===== config.mk =====
export PLATFORM = sky130hd
export DESIGN_NAME = swd_top
export DESIGN_NICKNAME = d
export VERILOG_FILES = /design/src/core/swd_pkg.sv /design/src/core/swd_wake_detect.sv /design/src/core/swd_axil_slave.sv /design/src/core/swd_top.sv
export SDC_FILE = /design/constraint.sdc
export NUM_CORES = 1
export LEC_CHECK = 0
export ABC_AREA = 1
export BUFFER_PORTS_ARGS = -buffer_cell sky130_fd_sc_hd__buf_2
export CORE_MARGIN = 2
export CORE_UTILIZATION = 55
export DETAILED_ROUTE_END_ITERATION = 10
export GPL_TIMING_DRIVEN = 0
export PLACE_DENSITY_LB_ADDON = 0.2
export SLEW_MARGIN = 20
export SYNTH_ARGS = -nofsm -noshare
export SYNTH_HDL_FRONTEND = slang
export SYNTH_HIERARCHICAL = 1
export SYNTH_SLANG_ARGS = --single-unit

===== constraint.sdc =====
create_clock -name CORE_CLK -period 3.6 [get_ports CORE_CLK]
set_input_delay 0.72 -clock CORE_CLK [delete_from_list [all_inputs] [get_ports CORE_CLK]]
set_output_delay 0.72 -clock CORE_CLK [all_outputs]
set_load 0.01 [all_outputs]

===== src/core/swd_pkg.sv =====
// Purpose: Shared constants and types for the standby wake detect block
// Assumes: One 32-bit register word per offset, four inputs per config word
// Notes:   Each config byte lane is {zero, mode[2:0], edge[1:0], undefined, enable}
package swd_pkg;

  localparam int NUM_WAKE  = 8;
  localparam int LANES     = 4;
  localparam int LANE_W    = 8;
  localparam int ADDR_W    = 5;
  localparam int MODE_W    = 3;

  // Register byte offsets
  localparam logic [ADDR_W-1:0] CFG_LOW_OFFSET   = 5'h00;
  localparam logic [ADDR_W-1:0] CFG_HIGH_OFFSET  = 5'h04;
  localparam logic [ADDR_W-1:0] REQ_CLEAR_OFFSET = 5'h08;
  localparam logic [ADDR_W-1:0] IRQ_MASK_OFFSET  = 5'h0c;

  // Field positions inside one byte lane
  localparam int ZERO_BIT  = 7;
  localparam int MODE_LSB  = 4;
  localparam int EDGE_LSB  = 2;
  localparam int UNDEF_BIT = 1;
  localparam int EN_BIT    = 0;

  // Detection mode codes
  localparam logic [2:0] MODE_LOW   = 3'h0;
  localparam logic [2:0] MODE_HIGH  = 3'h1;
  localparam logic [2:0] MODE_FALL  = 3'h2;
  localparam logic [2:0] MODE_RISE  = 3'h3;
  localparam logic [2:0] MODE_BOTH  = 3'h4;
  localparam logic [2:0] MODE_RESET = MODE_FALL;

  // Edge report codes
  localparam logic [1:0] EDGE_NONE = 2'h0;
  localparam logic [1:0] EDGE_RISE = 2'h1;
  localparam logic [1:0] EDGE_FALL = 2'h2;
  localparam logic [1:0] EDGE_BOTH = 2'h3;

  localparam logic [7:0] MASK_RESET = 8'h00;

  // Bus responses
  localparam logic [1:0] RESP_OKAY   = 2'h0;
  localparam logic [1:0] RESP_SLVERR = 2'h2;

  typedef struct packed {
    logic [MODE_W-1:0] mode;
    logic              en;
  } swd_lane_cfg_t;

  localparam swd_lane_cfg_t LANE_CFG_RESET = '{mode: MODE_RESET, en: 1'b0};

  typedef struct packed {
    logic [ADDR_W-1:0] addr;
    logic [31:0]       data;
    logic [3:0]        strb;
  } swd_wr_t;

endpackage


===== src/core/swd_wake_detect.sv =====
// Purpose: One wake input: synchroniser, level/edge detect, sticky request
// Assumes: Pin is asynchronous to clk
// Notes:   Illegal mode codes never raise a request
module swd_wake_detect (
  input  wire logic                   clk,
  input  wire logic                   nrst,
  input  wire logic                   pin,
  input  swd_pkg::swd_lane_cfg_t      cfg,
  input  wire logic                   clr,
  output logic                        pending,
  output logic [1:0]                  edge_report
);
  import swd_pkg::*;

  logic       sync1_reg;
  logic       sync2_reg;
  logic       prev_reg;
  logic       pending_reg;
  logic [1:0] edge_reg;
  logic       rise;
  logic       fall;
  logic       hit;
  logic       set_edge;

  always_ff @(posedge clk) begin
    if (!nrst) begin
      sync1_reg <= 1'b0;
      sync2_reg <= 1'b0;
      prev_reg  <= 1'b0;
    end else begin
      sync1_reg <= pin;
      sync2_reg <= sync1_reg;
      prev_reg  <= sync2_reg;
    end
  end

  assign rise = sync2_reg & ~prev_reg;
  assign fall = ~sync2_reg & prev_reg;

  always_comb begin
    unique case (cfg.mode)
      MODE_LOW:  hit = ~sync2_reg;
      MODE_HIGH: hit = sync2_reg;
      MODE_FALL: hit = fall;
      MODE_RISE: hit = rise;
      MODE_BOTH: hit = rise | fall;
      default:   hit = 1'b0;
    endcase
  end

  // New request beats a clear in the same cycle
  always_ff @(posedge clk) begin
    if (!nrst) begin
      pending_reg <= 1'b0;
    end else begin
      pending_reg <= (cfg.en & hit) | (pending_reg & ~clr);
    end
  end

  assign set_edge = cfg.en & (cfg.mode == MODE_BOTH) & (rise | fall);

  always_ff @(posedge clk) begin
    if (!nrst) begin
      edge_reg <= EDGE_NONE;
    end else if (set_edge) begin
      edge_reg <= (clr ? EDGE_NONE : edge_reg) | {fall, rise};
    end else if (clr) begin
      edge_reg <= EDGE_NONE;
    end
  end

  assign pending     = pending_reg;
  assign edge_report = edge_reg;
endmodule // swd_wake_detect


===== src/core/swd_axil_slave.sv =====
// Purpose: AXI4-Lite slave front end for the wake detect registers
// Assumes: One write and one read outstanding at most
// Notes:   Write lands one cycle after both AW and W are held
module swd_axil_slave (
  input  wire logic                        clk,
  input  wire logic                        nrst,
  input  wire logic [swd_pkg::ADDR_W-1:0]  awaddr,
  input  wire logic                        awvalid,
  output logic                             awready,
  input  wire logic [31:0]                 wdata,
  input  wire logic [3:0]                  wstrb,
  input  wire logic                        wvalid,
  output logic                             wready,
  output logic [1:0]                       bresp,
  output logic                             bvalid,
  input  wire logic                        bready,
  input  wire logic                        arvalid,
  output logic                             arready,
  output logic [31:0]                      rdata,
  output logic [1:0]                       rresp,
  output logic                             rvalid,
  input  wire logic                        rready,
  output swd_pkg::swd_wr_t                 wr,
  output logic                             wr_valid,
  input  wire logic                        wr_hit,
  input  wire logic [31:0]                 rd_data,
  input  wire logic                        rd_hit
);
  import swd_pkg::*;

  logic                 aw_full_reg;
  logic                 w_full_reg;
  logic [ADDR_W-1:0]    aw_addr_reg;
  logic [31:0]          w_data_reg;
  logic [3:0]           w_strb_reg;
  logic                 bvalid_reg;
  logic [1:0]           bresp_reg;
  logic                 rvalid_reg;
  logic [1:0]           rresp_reg;
  logic [31:0]          rdata_reg;

  assign awready  = ~aw_full_reg;
  assign wready   = ~w_full_reg;
  assign wr_valid = aw_full_reg & w_full_reg & ~bvalid_reg;
  assign wr       = '{addr: aw_addr_reg, data: w_data_reg, strb: w_strb_reg};

  always_ff @(posedge clk) begin
    if (!nrst) begin
      aw_full_reg <= 1'b0;
      w_full_reg  <= 1'b0;
      aw_addr_reg <= '0;
      w_data_reg  <= '0;
      w_strb_reg  <= '0;
      bvalid_reg  <= 1'b0;
      bresp_reg   <= RESP_OKAY;
    end else begin
      if (awvalid && !aw_full_reg) begin
        aw_full_reg <= 1'b1;
        aw_addr_reg <= awaddr;
      end
      if (wvalid && !w_full_reg) begin
        w_full_reg <= 1'b1;
        w_data_reg <= wdata;
        w_strb_reg <= wstrb;
      end
      if (wr_valid) begin
        aw_full_reg <= 1'b0;
        w_full_reg  <= 1'b0;
        bvalid_reg  <= 1'b1;
        bresp_reg   <= wr_hit ? RESP_OKAY : RESP_SLVERR;
      end else if (bvalid_reg && bready) begin
        bvalid_reg <= 1'b0;
      end
    end
  end

  assign arready = ~rvalid_reg;

  always_ff @(posedge clk) begin
    if (!nrst) begin
      rvalid_reg <= 1'b0;
      rresp_reg  <= RESP_OKAY;
      rdata_reg  <= '0;
    end else if (arvalid && !rvalid_reg) begin
      rvalid_reg <= 1'b1;
      rresp_reg  <= rd_hit ? RESP_OKAY : RESP_SLVERR;
      rdata_reg  <= rd_hit ? rd_data : '0;
    end else if (rvalid_reg && rready) begin
      rvalid_reg <= 1'b0;
    end
  end

  assign bvalid = bvalid_reg;
  assign bresp  = bresp_reg;
  assign rvalid = rvalid_reg;
  assign rresp  = rresp_reg;
  assign rdata  = rdata_reg;

endmodule // swd_axil_slave


===== src/core/swd_top.sv =====
// Purpose: Standby wake detect configuration, status and request logic
// Assumes: CORE_CLK at 40 MHz, wake pins asynchronous, AXI4-Lite register access
// Notes:   Inputs 4..7 sit in the low config word, 8..11 in the high one
//
// Implementation choices: the register addresses and the AXI4-Lite slave port.

// Summary of operation
// - Mode codes: 000 low, 001 high, 010 fall, 011 rise, 100 both edges.
// - Edge report reads 01 rising, 10 falling, 11 both, 00 nothing.
// - Edge report only records edges while the input's mode is both edges.
// - Clearing a pending request also zeroes that input's edge report.
// - Enable bit per input; zero blocks requests, one allows them.
// - Lane layout: mode in bits 6-4, edge in 3-2, enable bit 0.
// - Low config word holds inputs 4,5,6,7 in lanes 0 to 3.
// - High config word holds inputs 8,9,A,B in lanes 0 to 3.
// - Lane bit 7 reads zero; bit 1 is undefined, driven zero here.
module swd_top #(
  parameter int WAKE_COUNT = swd_pkg::NUM_WAKE
) (
  input  wire logic                        CORE_CLK,
  input  wire logic                        NRST,
  input  wire logic [swd_pkg::ADDR_W-1:0]  AWADDR,
  input  wire logic                        AWVALID,
  output logic                             AWREADY,
  input  wire logic [31:0]                 WDATA,
  input  wire logic [3:0]                  WSTRB,
  input  wire logic                        WVALID,
  output logic                             WREADY,
  output logic [1:0]                       BRESP,
  output logic                             BVALID,
  input  wire logic                        BREADY,
  input  wire logic [swd_pkg::ADDR_W-1:0]  ARADDR,
  input  wire logic                        ARVALID,
  output logic                             ARREADY,
  output logic [31:0]                      RDATA,
  output logic [1:0]                       RRESP,
  output logic                             RVALID,
  input  wire logic                        RREADY,
  input  wire logic [WAKE_COUNT-1:0]       EXTERNAL_WAKE_INPUT,
  output logic [WAKE_COUNT-1:0]            WAKE_REQ,
  output logic                             STANDBY_CLEAR,
  output logic                             IRQ
);
  import swd_pkg::*;

  // Layout is fixed at two words of four lanes
  if (WAKE_COUNT != 2 * LANES) begin : g_bad_count
    $error("WAKE_COUNT must equal two register words of lanes");
  end

  swd_lane_cfg_t          cfg_reg [WAKE_COUNT];
  logic [7:0]             mask_reg;
  logic [WAKE_COUNT-1:0]  pend_vec;
  logic [WAKE_COUNT-1:0]  clr_vec;
  logic [1:0]             edge_rpt [WAKE_COUNT];
  swd_wr_t                wr;
  logic                   wr_valid;
  logic                   wr_hit;
  logic [31:0]            rd_data;
  logic                   rd_hit;
  logic [ADDR_W-3:0]      wr_word;
  logic [ADDR_W-3:0]      rd_word;

  function automatic logic [ADDR_W-3:0] word_of(input logic [ADDR_W-1:0] a);
    return a[ADDR_W-1:2];
  endfunction

  function automatic logic [LANE_W-1:0] pack_lane(input swd_lane_cfg_t c,
                                                  input logic [1:0]    e);
    logic [LANE_W-1:0] v;
    v                          = '0;
    v[MODE_LSB +: MODE_W]      = c.mode;
    v[EDGE_LSB +: 2]           = e;
    v[EN_BIT]                  = c.en;
    return v;
  endfunction

  swd_axil_slave u_bus (
    .clk      (CORE_CLK),
    .nrst     (NRST),
    .awaddr   (AWADDR),
    .awvalid  (AWVALID),
    .awready  (AWREADY),
    .wdata    (WDATA),
    .wstrb    (WSTRB),
    .wvalid   (WVALID),
    .wready   (WREADY),
    .bresp    (BRESP),
    .bvalid   (BVALID),
    .bready   (BREADY),
    .arvalid  (ARVALID),
    .arready  (ARREADY),
    .rdata    (RDATA),
    .rresp    (RRESP),
    .rvalid   (RVALID),
    .rready   (RREADY),
    .wr       (wr),
    .wr_valid (wr_valid),
    .wr_hit   (wr_hit),
    .rd_data  (rd_data),
    .rd_hit   (rd_hit)
  );

  assign wr_word = word_of(wr.addr);
  assign rd_word = word_of(ARADDR);
  assign wr_hit  = (wr_word == word_of(CFG_LOW_OFFSET))   ||
                   (wr_word == word_of(CFG_HIGH_OFFSET))  ||
                   (wr_word == word_of(REQ_CLEAR_OFFSET)) ||
                   (wr_word == word_of(IRQ_MASK_OFFSET));

  // Config writes, byte lane by byte lane
  always_ff @(posedge CORE_CLK) begin
    if (!NRST) begin
      for (int i = 0; i < WAKE_COUNT; i++) begin
        cfg_reg[i] <= LANE_CFG_RESET;
      end
    end else if (wr_valid) begin
      for (int j = 0; j < LANES; j++) begin
        if (wr.strb[j] && wr_word == word_of(CFG_LOW_OFFSET)) begin
          cfg_reg[j].mode <= wr.data[j*LANE_W+MODE_LSB +: MODE_W];
          cfg_reg[j].en   <= wr.data[j*LANE_W+EN_BIT];
        end
        if (wr.strb[j] && wr_word == word_of(CFG_HIGH_OFFSET)) begin
          cfg_reg[j+LANES].mode <= wr.data[j*LANE_W+MODE_LSB +: MODE_W];
          cfg_reg[j+LANES].en   <= wr.data[j*LANE_W+EN_BIT];
        end
      end
    end
  end

  // Mask only gates the interrupt, never the wake request itself
  always_ff @(posedge CORE_CLK) begin
    if (!NRST) begin
      mask_reg <= MASK_RESET;
    end else if (wr_valid && wr.strb[0] && wr_word == word_of(IRQ_MASK_OFFSET)) begin
      mask_reg <= wr.data[7:0];
    end
  end

  // Write one to clear a pending request
  always_comb begin
    clr_vec = '0;
    if (wr_valid && wr.strb[0] && wr_word == word_of(REQ_CLEAR_OFFSET)) begin
      clr_vec = wr.data[WAKE_COUNT-1:0];
    end
  end

  for (genvar g = 0; g < WAKE_COUNT; g++) begin : g_wake
    swd_wake_detect u_det (
      .clk         (CORE_CLK),
      .nrst        (NRST),
      .pin         (EXTERNAL_WAKE_INPUT[g]),
      .cfg         (cfg_reg[g]),
      .clr         (clr_vec[g]),
      .pending     (pend_vec[g]),
      .edge_report (edge_rpt[g])
    );
  end

  // Read decode; undefined bit 1 is driven zero for determinism
  always_comb begin
    rd_data = '0;
    rd_hit  = 1'b1;
    if (rd_word == word_of(CFG_LOW_OFFSET)) begin
      for (int j = 0; j < LANES; j++) begin
        rd_data[j*LANE_W +: LANE_W] = pack_lane(cfg_reg[j], edge_rpt[j]);
      end
    end else if (rd_word == word_of(CFG_HIGH_OFFSET)) begin
      for (int j = 0; j < LANES; j++) begin
        rd_data[j*LANE_W +: LANE_W] = pack_lane(cfg_reg[j+LANES], edge_rpt[j+LANES]);
      end
    end else if (rd_word == word_of(REQ_CLEAR_OFFSET)) begin
      rd_data[WAKE_COUNT-1:0] = pend_vec;
    end else if (rd_word == word_of(IRQ_MASK_OFFSET)) begin
      rd_data[7:0] = mask_reg;
    end else begin
      rd_hit = 1'b0;
    end
  end

  assign WAKE_REQ      = pend_vec;
  assign STANDBY_CLEAR = |pend_vec;
  assign IRQ           = |(pend_vec & mask_reg[WAKE_COUNT-1:0]);

  // Checks
  logic [WAKE_COUNT-1:0] en_vec;
  logic [WAKE_COUNT-1:0] bad_mode_vec;
  always_comb begin
    for (int i = 0; i < WAKE_COUNT; i++) begin
      en_vec[i]       = cfg_reg[i].en;
      bad_mode_vec[i] = cfg_reg[i].mode > MODE_BOTH;
    end
  end
endmodule // swd_top


* Word level (Yosys, flattened, before mapping)
Memories as Yosys holds them, arrays and structs flattened.
Cells that the tools add are included.
Widths: inputs -> output; s select.
** Operators by class
- Eq/ne operators :: 38
- Mux-type cells :: 90
- Bitwise operators :: 120
- Reductions and logical operators :: 37
** Operator list (count)
- $mux 31 :: 2
- $eq 3x2->1 const B :: 20
- $and 1x1->1 :: 50
- $mux 1 :: 49
- $pmux 1 s5 :: 8
- $mux 2 :: 18
- $mux 8 :: 4
- $or 1x1->1 :: 32
- $eq 3x1->1 const B :: 10
- $logic_not 3->1 :: 10
- $not 1->1 :: 29
- $eq 3x3->1 const B :: 8
- $mux 3 :: 8
- $mux 23 :: 1
- $logic_and 1x1->1 :: 16
- $or 2x2->2 :: 8
- $reduce_or 8->1 :: 2
- $and 8x8->8 :: 1
- $reduce_bool 2->1 :: 2
- $logic_not 1->1 :: 3
- $logic_or 1x1->1 :: 3
- $reduce_or 2->1 :: 1
** Word-level totals
- Register bits :: 136
- Memory bits (writable) :: 32
- Input port bits :: 61
- Output and inout bits :: 51
- Word-level logic and storage cells :: 337
- Memories kept :: 1
** Memories
- cfg_reg :: depth 8, bits a word 4, read ports 8, clocked after memory_dff 0, write ports 8, line swd_top.sv:51 : swd_lane_cfg_t cfg_reg [WAKE_COUNT];

* Depth between registers and ports, before layout
Gate-level depths: netlist of the first run.
- Word-level depth :: 8
- Depth in mapped cells :: 9
- Depth with buffers taken out :: 9

* Cells and area by module
Netlist of the first run, hierarchy kept.
** Modules (own cells, without submodules)
- swd_axil_slave :: times used 1, cells an instance 452, area an instance 3271.9 sq um
- swd_wake_detect :: times used 8, cells an instance 46, area an instance 319.1 sq um
- swd_top :: times used 1, cells an instance 308, area an instance 2267.2 sq um

* Worst setup path before layout of the first run
No wires, ideal clock.
- Kind :: input port to flip-flop
- Start :: in ARADDR[3] (netlist bit)
- End :: reg u_bus.rdata_reg[6], in the netlist u_bus/rdata[6]
- Setup time :: 0.064 ns
- Arrival :: 1.582 ns
- Path slack :: 1.954 ns
- Cell stages on the path :: 9
- Buffers on the path :: 2
- Cells stage by stage :: buf_2 > nor2_4 > buf_4 > nand3_1 > nand4_1 > nand2_1 > nand2_1 > nand2_1 > nor2_1
** Between the ends
- Word-level cells in the longest chain between the ends :: 6
- Elaborated cells between the ends (all ways) :: 13
- Those cells by class :: 3 x eq/ne; 9 x mux; 1 x reduce/logical
** Ends and longest elaborated chain
- start: declaration :: line swd_top.sv:32 : input wire logic [swd_pkg::ADDR_W-1:0] ARADDR,
- $eq 3x2->1 :: line swd_top.sv:174 : end else if (rd_word == word_of(IRQ_MASK_OFFSET)) begin
- $mux 8 :: line swd_top.sv:174
- $mux 8 :: line swd_top.sv:172 : end else if (rd_word == word_of(REQ_CLEAR_OFFSET)) begin
- $mux 8 :: line swd_top.sv:168 : end else if (rd_word == word_of(CFG_HIGH_OFFSET)) begin
- $mux 31 * :: line swd_top.sv:164 : if (rd_word == word_of(CFG_LOW_OFFSET)) begin
- named net rd_data[6] :: line swd_top.sv:59 : logic [31:0] rd_data;
- $mux 31 * :: line swd_axil_slave.sv:87 : rdata_reg <= rd_hit ? rd_data : '0;
- end signal: assignment :: line swd_axil_slave.sv:87
- end: declaration :: line swd_axil_slave.sv:40 : logic [31:0] rdata_reg;
Mark *: on every way through the listed nets, which the timed path passes. The rest lies on a longest branch.
A chain may end at the register's enable or synchronous reset.

* Worst setup path after layout of the first run
- Start :: reg u_bus.w_full_reg
- End :: reg g_wake[7].u_det.pending_reg
** Between the ends
- Word-level cells in the longest chain between the ends :: 8
** Ends and longest elaborated chain
- start: declaration :: line swd_axil_slave.sv:32 : logic w_full_reg;
- start signal: assignment :: line swd_axil_slave.sv:50 : w_full_reg <= 1'b0;
- start signal: assignment :: line swd_axil_slave.sv:62 : w_full_reg <= 1'b1;
- start signal: assignment :: line swd_axil_slave.sv:68 : w_full_reg <= 1'b0;
- $and 1x1->1 (2 in series) :: line swd_axil_slave.sv:44 : assign wr_valid = aw_full_reg & w_full_reg & ~bvalid_reg;
- named net wr_valid :: line swd_top.sv:57 : logic wr_valid;
- $logic_and 1x1->1 (2 in series) :: line swd_top.sv:143 : if (wr_valid && wr.strb[0] && wr_word == word_of(REQ_CLEAR_OFFSET)) begin
- $mux 8 :: line swd_top.sv:143
- named net clr_vec[7] :: line swd_top.sv:54 : logic [WAKE_COUNT-1:0] clr_vec;
- $not 1->1 :: line swd_wake_detect.sv:56 : pending_reg <= (cfg.en & hit) | (pending_reg & ~clr);
- $and 1x1->1 :: line swd_wake_detect.sv:56
- $or 1x1->1 :: line swd_wake_detect.sv:56
- end signal: assignment :: line swd_wake_detect.sv:56
- end: declaration :: line swd_wake_detect.sv:18 : logic pending_reg;
The timed path passes the listed nets, and every way through them passes these cells.

==> summary.md, run 1 <==
| Metric | Value |
|---|---|
| First-pass GRT wire length | 28500 um |
| Max Slew Vio Count | 0 |
| Share of layout cells above drive strength 1 | 19.0% |
| Number of global-route vias before repair | 5967 |
| Die Footprint | 14800 um2 |
| Hold Crit Depth | 2 |
| Core box area | between 10000 and 15000 um2 |
| Crit path required time | 3920 ps |
| Comb pwr share | 10.7% |
| Resized Gates After CTS | 0 |
| Critical path origin | u_bus/w_full_reg |
| Inst Count DP | between 1000 and 1500 |
| CP endpoint kind | flip-flop |
| GR Overflow Total | 0 |
| Vias per inst | 4.77 |
| Via Count | 6577 |
| Warnings from Yosys | 6 |
| Crit path capture | g_wake[7].u_det/pending |
| TritonCTS clock tree | yes |
| Drt pass-1 iters | 5 |
| Hold crit path type | reg -> reg |
| Startpoint class of the critical path | flip-flop |
| Final worst slack | about 1300 ps |
| Routed Antenna Nets | 0 |
| R2r endpoint | g_wake[7].u_det/pending |
| CP Class | reg -> reg |
| Final hold vios | 0 |
| CTS clk-pin slew, worst paths | 60 ps |
| P_int | 0.00315 W |
| Leak | 4.41 nW |
| R2r startpoint | u_bus/w_full_reg |
| Initial antenna violation count | 0 |
| WP data arrival | between 2000 and 3000 ps |
| Final HPWL DP | roughly 13000 um |
| Worst-skew pair later-pin latency | 430 ps |
| Area delta synth->final | 17.2% |
| Wire length per cell | 12.5 um |
| Diode count | 0 |
| IO Pins | roughly 110 |
| Total length of routed wires | 17200 um |
| Final Power | 0.00418 W |
| Starting DRT DRC Count | 472 |
| Net Sw Frac | 24.7% |
| Non-Filler Instances | 1378 |
| Port Buffer Count | 92 |
| Max-cap violations | 0 |
| Total negative slack | 0 ps |
| Std cell rows | between 40 and 50 |
| H-tree depth | 4 |
| CTS Root Cell | clkbuf_16 |
| Seq pwr share | 45.1% |
| Post-CTS Setup Repair Bufs | 0 |
| Worst-margin pin slew | 826 ps |
| Die height | 122 um |
| Clock Skews | 7.88 ps |
| CTS sink count | 153 |
| Clock power frac | between 40 and 50% |
| Final nets | ~1300 |
| RSZ-0062 raised after global routing | false |
| Pre-CTS setup slack | 1020 ps |
| CTS hold repair buffers | 0 |
| Sw Pwr | 0.00103 W |
| Final period util | 63.1% |
| Clock buffer count from CTS | 17 |
| FF-to-FF path depth | 9 |
| Die width | 122 um |
| Max FO, Critical Path | 8 |
| Placer Congestion | between 0.8 and 0.9 |
| Initial core utilization | 56.8% |
| IR drop worst, VDD | 0.356 mV |
| Max-slew headroom | 45.0% |
| DRC viols | 0 |
| Post-synthesis cell count | 1072 |
| Gr usage total | between 20% and 30% |
| Mapped Area | 7620 um2 |
| Reg2reg setup slack | 1330 ps |
| Power per cell area | 468 nW/um2 |
| Clock Path Buffers | 2 |
| Final min period | roughly 2300 ps |
| Largest net degree at the start of global routing | 39 |
| Syn Area/Cell | 7.10 um2 |
| Status | completed |
| FMAX | 0.440 GHz |
| Setup-failing EPs final | 0 |
critical path, stage by stage, from the launching register on:
cell,delay [ps]
dfxtp_1,390
nand2_1,70
nor2_1,430
nand2_1,160
inv_1,150
nand4_1,320
nor2_1,390
nor2_1,90
nor2_1,110
a21oi_1,70
cell type report:
class / instances / area [um2]
clock buffers: 19 / 433
inverters: 178 / 681
flip-flops and latches: 153 / 3340
fillers: 1234 / 4470
well taps: 176 / 220
clock inverters: 13 / 178
multi-input cells: 706 / 3330
repair buffers: 92 / 460
plain buffers: 41 / 288
layer usage:
metal | share of wire (%) | vias to the layer above | global-route usage (%) | routed length (um)
li1 | - | 3476 | - | -
met3 | 5.3 | 27 | 4.78 | 912
met1 | 49 | 2861 | 33.4 | 8380
met5 | 0 | - | 0 | 0
met2 | 44 | 213 | 39.3 | 7620
met4 | 1.9 | 0 | 8.69 | 321
power groups by stage:
stage                     registers [W]  logic [W]  clock network [W]
after floorplan                 0.00192   0.000295                  0
after global placement          0.00192   0.000435                  0
after detailed placement        0.00192   0.000442                  0
after CTS                       0.00189   0.000446            0.00187
after global routing            0.00190   0.000506            0.00195
final                           0.00189   0.000446            0.00185
worst min-delay path by stage:
stage / start / to / slack (ps)
detailed placement: g_wake[7].u_det/sync1_reg / g_wake[7].u_det/sync2_reg / 390
finish: g_wake[7].u_det/sync1_reg / g_wake[7].u_det/sync2_reg / 410
global placement: g_wake[4].u_det/sync1_reg / g_wake[4].u_det/sync2_reg / 390
floorplan: g_wake[0].u_det/sync1_reg / g_wake[0].u_det/sync2_reg / 390
CTS: g_wake[7].u_det/sync1_reg / g_wake[7].u_det/sync2_reg / 410
global route: g_wake[7].u_det/sync1_reg / g_wake[7].u_det/sync2_reg / 420
layout by cell type, fill, tap and decap left out, drive strengths merged:
cell,n
a21oi,27
buf,125
bufinv,4
clkbuf,27
clkinv,6
clkinvlp,4
conb,8
dfxtp,125
edfxtp,28
ha,16
inv,177
nand2,329
nand3,65
nand3b,9
nand4,17
nor2,192
o21a,1
o21ai,39
o22ai,2
or2,1
per-stage QoR:
| step | area [um2] | utilization [%] | hold WS (ps) |
|---|---|---|---|
| final | 8930 | 66.6 | 407 |
| after global routing | 8930 | 66.6 | 417 |
| after CTS | 8930 | 66.6 | 409 |
| after detailed placement | 8320 | 62.1 | 394 |
| after global placement | 8320 | 62.1 | 388 |
| after floorplan | 7640 | - | 386 |
Note: power is estimated with default switching activity, not from simulation.
==> inputs of run 2 (changes only) <==
--- a/config.mk
+++ b/config.mk
@@ -8,7 +8,7 @@
 export ABC_AREA = 1
 export BUFFER_PORTS_ARGS = -buffer_cell sky130_fd_sc_hd__buf_2
 export CORE_MARGIN = 2
-export CORE_UTILIZATION = 55
+export CORE_UTILIZATION = 53
 export DETAILED_ROUTE_END_ITERATION = 10
 export GPL_TIMING_DRIVEN = 0
 export PLACE_DENSITY_LB_ADDON = 0.2
==> constraint.sdc (replaced) <==
create_clock -name CORE_CLK -period 1.9 [get_ports CORE_CLK]
set_input_delay 0.38 -clock CORE_CLK [delete_from_list [all_inputs] [get_ports CORE_CLK]]
set_output_delay 0.38 -clock CORE_CLK [all_outputs]
set_load 0.01 [all_outputs]
==> run 2 against run 1 <==
Clock skew is 3.3 ps lower. Global-route usage down 1.5 points. Sequential power grew 89%. Highest routed layer unchanged.
==> summary.md, run 2 (same netlist as run 1, synthesis figures left out) <==
| Metric | Value |
|---|---|
| Max FO, Critical Path | 4 (was 8) |
| Total length of routed wires | 16800 um (was 17200 um) |
| Clock buffer count from CTS | 17 (unchanged) |
| CTS Root Cell | clkbuf_16 (unchanged) |
| Placer Congestion | 0.934 (was 0.863) |
| CP endpoint kind | primary output (was flip-flop) |
| RSZ-0062 raised after global routing | false (unchanged) |
| Initial antenna violation count | 0 (unchanged) |
| Power per cell area | 847 nW/um2 (was 468 nW/um2) |
| IR drop worst, VDD | 0.623 mV (was 0.356 mV) |
| Vias per inst | 4.69 (was 4.77) |
| Startpoint class of the critical path | flip-flop (unchanged) |
| Area delta synth->final | 17.1% (was 17.2%) |
| Inst Count DP | 1350 (was 1346) |
| Starting DRT DRC Count | 403 (was 472) |
| Share of layout cells above drive strength 1 | 19.6% (was 19.0%) |
| FF+latch area | 3340 um2 (unchanged) |
| First-pass GRT wire length | 27400 um (was 28500 um) |
| Final hold vios | 0 (unchanged) |
| CTS clk-pin slew, worst paths | 60 ps (about the same) |
| IO Pins | 112 (unchanged) |
| Hold crit path type | in -> reg (was reg -> reg) |
| Worst-skew pair later-pin latency | 420 ps (was 430 ps) |
| CP Class | reg -> out (was reg -> reg) |
| TritonCTS clock tree | yes (unchanged) |
| Crit path required time | 1520 ps (was 3920 ps) |
| Max-cap violations | 0 (unchanged) |
| Final min period | 1800 ps |
| R2r endpoint | cfg_reg[1][4] (was g_wake[7].u_det/pending) |
| Die width | 124 um (was 122 um) |
| Final period util | 94.6% |
| Wire length per cell | 12.2 um (was 12.5 um) |
| Std cell rows | 43 (was 42) |
| Routed Antenna Nets | 0 (unchanged) |
| Non-Filler Instances | 1385 (was 1378) |
| Setup-failing EPs final | 0 (unchanged) |
| Max Slew Vio Count | 0 (unchanged) |
| WP data arrival | 1420 ps (was 2590 ps) |
| Gr usage total | 23.1% (was 24.6%) |
| Clock Skews | 4.56 ps (was 7.88 ps) |
| Commonest non-fill, non-tap cell in the layout | nand2_1 (unchanged) |
| CTS sink count | 153 (unchanged) |
| Most frequent cells in the layout | nand2_1 (319), inv_1 (156), nor2_1 (151) (was nand2_1 (319), inv_1 (156), nor2_1 (156)) |
| Final nets | 1269 (was 1266) |
| GR Overflow Total | 0 (unchanged) |
| Reg2reg setup slack | 150 ps (was 1330 ps) |
| H-tree depth | 4 (unchanged) |
| Drt pass-1 iters | 5 (unchanged) |
| Number of global-route vias before repair | 5781 (was 5967) |
| Final HPWL DP | 12700 um (was 12900 um) |
| Status | completed (unchanged) |
| Worst-margin pin slew | 573 ps (was 826 ps) |
| Multi-input logic area | 3340 um2 (was 3330 um2) |
| Critical path origin | g_wake[7].u_det/pending (was u_bus/w_full_reg) |
| Crit path capture | IRQ (was g_wake[7].u_det/pending) |
| FMAX | 0.556 GHz |
| Pre-CTS setup slack | -369 ps (was 1020 ps) |
| Die height | 124 um (was 122 um) |
| Fillers | 1302 (was 1234) |
| Initial core utilization | 54.7% (was 56.8%) |
| Port Buffer Count | 92 (unchanged) |
| Via Count | 6495 (was 6577) |
| Diode count | 0 (unchanged) |
| Largest net degree at the start of global routing | 39 (unchanged) |
| Core box area | 13900 um2 (was 13400 um2) |
| Leak | 4.41 nW (about the same) |
| R2r startpoint | u_bus/w_full_reg (unchanged) |
| Final worst slack | 102 ps (was 1330 ps) |
| DRC viols | 0 (unchanged) |
| Die Footprint | 15300 um2 (was 14800 um2) |
| Clock Path Buffers | 2 (unchanged) |
| Max-slew headroom | 61.4% (was 45.0%) |
| FF-to-FF path depth | 5 (was 9) |
-- run 2: what timing repair did --
action	4_1_cts	5_1_grt
endpoints found under the hold margin	0	0
gates resized for setup	3	4
pin swaps	0	1
endpoints found under the setup margin	40	36
hold buffers	0	0
buffers inserted	1	2
-- run 2: stage by stage --
stage	power [W]	hold slack [ps]	area [um2]	TNS, ps	utilization, %
2_1_floorplan	0.00420	386	7640	0	-
3_3_place_gp	0.00447	390	8320	-12910	59.7
3_5_place_dp	0.00448	396	8320	-13350	59.7
4_1_cts	0.00761	128	8890	0	63.8
5_1_grt	0.00790	142	8910	0	64.0
6_report	0.00755	138	8910	0	64.0
-- run 2: area by class of cell --
class | instances | area share, %
Tap cell | 180 | 2.53
Buffer | 41 | 3.23
Timing Repair Buffer | 95 | 5.45
Multi-Input combinational cell | 706 | 37.5
Clock buffer | 21 | 5.05
Clock inverter | 11 | 1.09
Inverter | 178 | 7.64
Sequential cell | 153 | 37.5
-- run 2: worst min path at each step --
stage                              startpoint                        end  depth (start not counted)
floorplan           g_wake[0].u_det/sync1_reg  g_wake[0].u_det/sync2_reg                          2
global placement    g_wake[0].u_det/sync1_reg  g_wake[0].u_det/sync2_reg                          2
detailed placement  g_wake[7].u_det/sync1_reg  g_wake[7].u_det/sync2_reg                          2
CTS                    EXTERNAL_WAKE_INPUT[6]  g_wake[6].u_det/sync1_reg                          3
global route           EXTERNAL_WAKE_INPUT[6]  g_wake[6].u_det/sync1_reg                          3
finish                 EXTERNAL_WAKE_INPUT[4]  g_wake[4].u_det/sync1_reg                          3
-- run 2: report_power, final --
part	internal (W)	switching (W)
registers	0.00345	0.000116
clock network	0.00183	0.00130
logic	0.000330	0.000519
total	0.00562	0.00194
-- run 2: layer usage --
layer	global-route usage, %	share of wire, %
met5	0	0
met4	7.60	1.4
met3	4.90	6.5
met2	36.4	44
met1	31.8	48
-- run 2: critical path, cell delays in order, from the launching register on --
cell,delay (ps)
dfxtp_1,460
inv_1,110
o21ai_0,180
nor2_1,60
nand2_1,70
buf_2,130
==> inputs of run 3 (changes only) <==
--- a/config.mk
+++ b/config.mk
@@ -7,8 +7,9 @@
 export LEC_CHECK = 0
 export ABC_AREA = 1
 export BUFFER_PORTS_ARGS = -buffer_cell sky130_fd_sc_hd__buf_2
+export CORE_ASPECT_RATIO = 0.5
 export CORE_MARGIN = 2
-export CORE_UTILIZATION = 53
+export CORE_UTILIZATION = 55
 export DETAILED_ROUTE_END_ITERATION = 10
 export GPL_TIMING_DRIVEN = 0
 export PLACE_DENSITY_LB_ADDON = 0.2
@@ -17,3 +18,4 @@
 export SYNTH_HDL_FRONTEND = slang
 export SYNTH_HIERARCHICAL = 1
 export SYNTH_SLANG_ARGS = --single-unit
+export TNS_END_PERCENT = 20
==> constraint.sdc (replaced) <==
create_clock -name CORE_CLK -period 2.2 [get_ports CORE_CLK]
set_input_delay 0.44 -clock CORE_CLK [delete_from_list [all_inputs] [get_ports CORE_CLK]]
set_output_delay 0.44 -clock CORE_CLK [all_outputs]
set_load 0.01 [all_outputs]
==> run 3 against run 2 <==
Via count up 4.2%. Utilization up 1.8 points. Register-to-register slack better by 50 ps. Total power down 12%. Critical path depth down 1. Largest power group unchanged. Global-route usage up 3.9 points. Cell count up 0.65%. Critical endpoint is now cfg_reg[0][14]. Cell area about the same. Wire length up 12%. Die area down 3.1%. Non-clock buffer count down 2.
==> summary.md, run 3 (same netlist as run 1, synthesis figures left out) <==
| Metric | Value |
|---|---|
| Slowest CP cell | o21ai_0 (was dfxtp_1) |
| IR drop worst, VDD | 0.515 mV (was 0.623 mV) |
| Hold Path Origin | EXTERNAL_WAKE_INPUT[1] (was EXTERNAL_WAKE_INPUT[4]) |
| Vias per inst | 4.86 (was 4.69) |
| Routed Antenna Nets | 0 (unchanged) |
| Worst-margin pin slew | 850 ps (was 573 ps) |
| Placer Congestion | 0.915 (was 0.934) |
| CP Class | reg -> reg (was reg -> out) |
| Hold crit path type | in -> reg (unchanged) |
| WP data arrival | 2040 ps (was 1420 ps) |
| R2r startpoint | u_bus/w_full_reg (unchanged) |
| Biggest cell delay along the critical path | 650 ps (was 460 ps) |
| H-tree depth | 4 (unchanged) |
| Gr usage total | 27.0% (was 23.1%) |
| Via Count | 6771 (was 6495) |
| Final min period | 2000 ps |
| Fillers | 1255 (was 1302) |
| CTS clk-pin slew, worst paths | 70 ps (was 60 ps) |
| Final hold vios | 0 (unchanged) |
| Final nets | 1267 (was 1269) |
| Number of global-route vias before repair | 5938 (was 5781) |
| Final Power | 0.00665 W (was 0.00755 W) |
| Diode count | 0 (unchanged) |
| Startpoint class of the critical path | flip-flop (unchanged) |
| FF-to-FF path depth | 4 (was 5) |
| Initial core utilization | 56.2% (was 54.7%) |
| Max-cap violations | 0 (unchanged) |
| R2r endpoint | cfg_reg[0][14] (was cfg_reg[1][4]) |
| CTS hold repair buffers | 0 (unchanged) |
| Std cell rows | 30 (was 43) |
| Die Footprint | 14900 um2 (was 15300 um2) |
| Multi-input logic area | 3340 um2 (about the same) |
| GR Overflow Total | 0 (unchanged) |
| Wire length per cell | 13.5 um (was 12.2 um) |
| DRC viols | 0 (unchanged) |
| CP endpoint kind | flip-flop (was primary output) |
| IO Pins | 112 (unchanged) |
| Pre-CTS setup slack | -139 ps (was -369 ps) |
| Commonest non-fill, non-tap cell in the layout | nand2_1 (unchanged) |
| CP dominant cell by count | nand2_1 |
| Worst-skew pair later-pin latency | 420 ps (about the same) |
| Power per cell area | 745 nW/um2 (was 847 nW/um2) |
| Drt pass-1 iters | 6 (was 5) |
| Max FO, Critical Path | 7 (was 4) |
| Initial antenna violation count | 0 (unchanged) |
| Final HPWL DP | 14300 um (was 12700 um) |
| Hold Crit Depth | 3 (unchanged) |
| Final period util | 90.9% |
| Clock Skews | 11.5 ps (was 4.56 ps) |
| CP cell instances | nand2_1 > nor2_2 > nand2_1 > o21ai_0 (was inv_1 > o21ai_0 > nor2_1 > nand2_1 > buf_2) |
| Total length of routed wires | 18900 um (was 16800 um) |
| TritonCTS clock tree | yes (unchanged) |
| Largest net degree at the start of global routing | 39 (unchanged) |
| Final worst slack | 201 ps (was 102 ps) |
| Core box area | 13600 um2 (was 13900 um2) |
| FF+latch area | 3340 um2 (unchanged) |
| Port Buffer Count | 92 (unchanged) |
| CTS sink count | 153 (unchanged) |
| Die height | 87.2 um (was 124 um) |
| Setup-failing EPs final | 0 (unchanged) |
| Most frequent cells in the layout | nand2_1 (319), inv_1 (156), nor2_1 (152) (was nand2_1 (319), inv_1 (156), nor2_1 (151)) |
| Status | completed (unchanged) |
| Starting DRT DRC Count | 708 (was 403) |
| Crit path capture | cfg_reg[0][14] (was IRQ) |
| First-pass GRT wire length | 30600 um (was 27400 um) |
| Clock buffer count from CTS | 17 (unchanged) |
| Area delta synth->final | 17.1% (about the same) |
| Critical path origin | u_bus/w_full_reg (was g_wake[7].u_det/pending) |
| Max Slew Vio Count | 0 (unchanged) |
| RSZ-0062 raised after global routing | false (unchanged) |
| Leak | 4.40 nW (was 4.41 nW) |
| CTS Root Cell | clkbuf_16 (unchanged) |
| Reg2reg setup slack | 200 ps (was 150 ps) |
| Clock Path Buffers | 2 (unchanged) |
| Die width | 170 um (was 124 um) |
| Max-slew headroom | 43.4% (was 61.4%) |
| Share of layout cells above drive strength 1 | 19.6% (about the same) |
| FMAX | 0.500 GHz |
| Crit path required time | 2250 ps (was 1520 ps) |
-- run 3: changes by cell type in the layout (fill, tap and decap cells not counted), sizes merged --
cell      change
clkbuf        -5
inv           +5
clkinv        -3
buf           -1
clkinvlp      +1
-- run 3: stage by stage --
stage	std cells	utilization [%]	cell area, um2	setup TNS, ps	hold WS, ps
after floorplan	1078	-	7640	0	386
after global placement	1362	61.5	8340	-610	388
after detailed placement	1362	61.5	8340	-1170	395
after CTS	1393	65.7	8900	0	191
after global routing	1394	65.8	8920	0	182
final	1394	65.8	8920	0	199
-- run 3: final cells by class --
class,count,share of cell area [%]
sequential,153,37.5
inverter,178,7.63
buffer,41,3.23
clock buffer,17,4.77
tap,192,2.69
multi-input combinational,706,37.4
timing repair buffer,93,5.25
clock inverter,14,1.53
-- run 3: timing repair --
item                                   4_1_cts  5_1_grt
endpoints found under the hold margin        0        0
setup buffers                                0        1
setup endpoints to repair                    9       20
gates resized for setup                      1        3
-- run 3: how the worst min path moves through the flow --
stage	slack [ps]	endpoint
2_1_floorplan	390	g_wake[0].u_det/sync2_reg
3_3_place_gp	390	g_wake[4].u_det/sync2_reg
3_5_place_dp	400	g_wake[4].u_det/sync2_reg
4_1_cts	190	g_wake[3].u_det/sync1_reg
5_1_grt	180	g_wake[3].u_det/sync1_reg
6_report	200	g_wake[1].u_det/sync1_reg
-- run 3: power by group --
group | leakage [nW] | internal [W] | switching [W]
logic | 2.84 | 0.000282 | 0.000465
clock network | 0.275 | 0.00158 | 0.00123
registers | 1.29 | 0.00298 | 0.000107
-- run 3: critical path: cells and delay by family (launching register included) --
family           cells  cell delay [ps]
AO/OA/AOI/OAI        1              650
AND/OR/NAND/NOR      3              580
flip-flops           1              390
-- run 3: per-layer routing --
layer	vias to the layer above	track usage (%)	routed length, um
li1	3480	-	-
met1	3000	42.4	10000
met2	270	36.9	7090
met3	21	6.13	1580
met4	0	6.45	189
met5	-	0	0
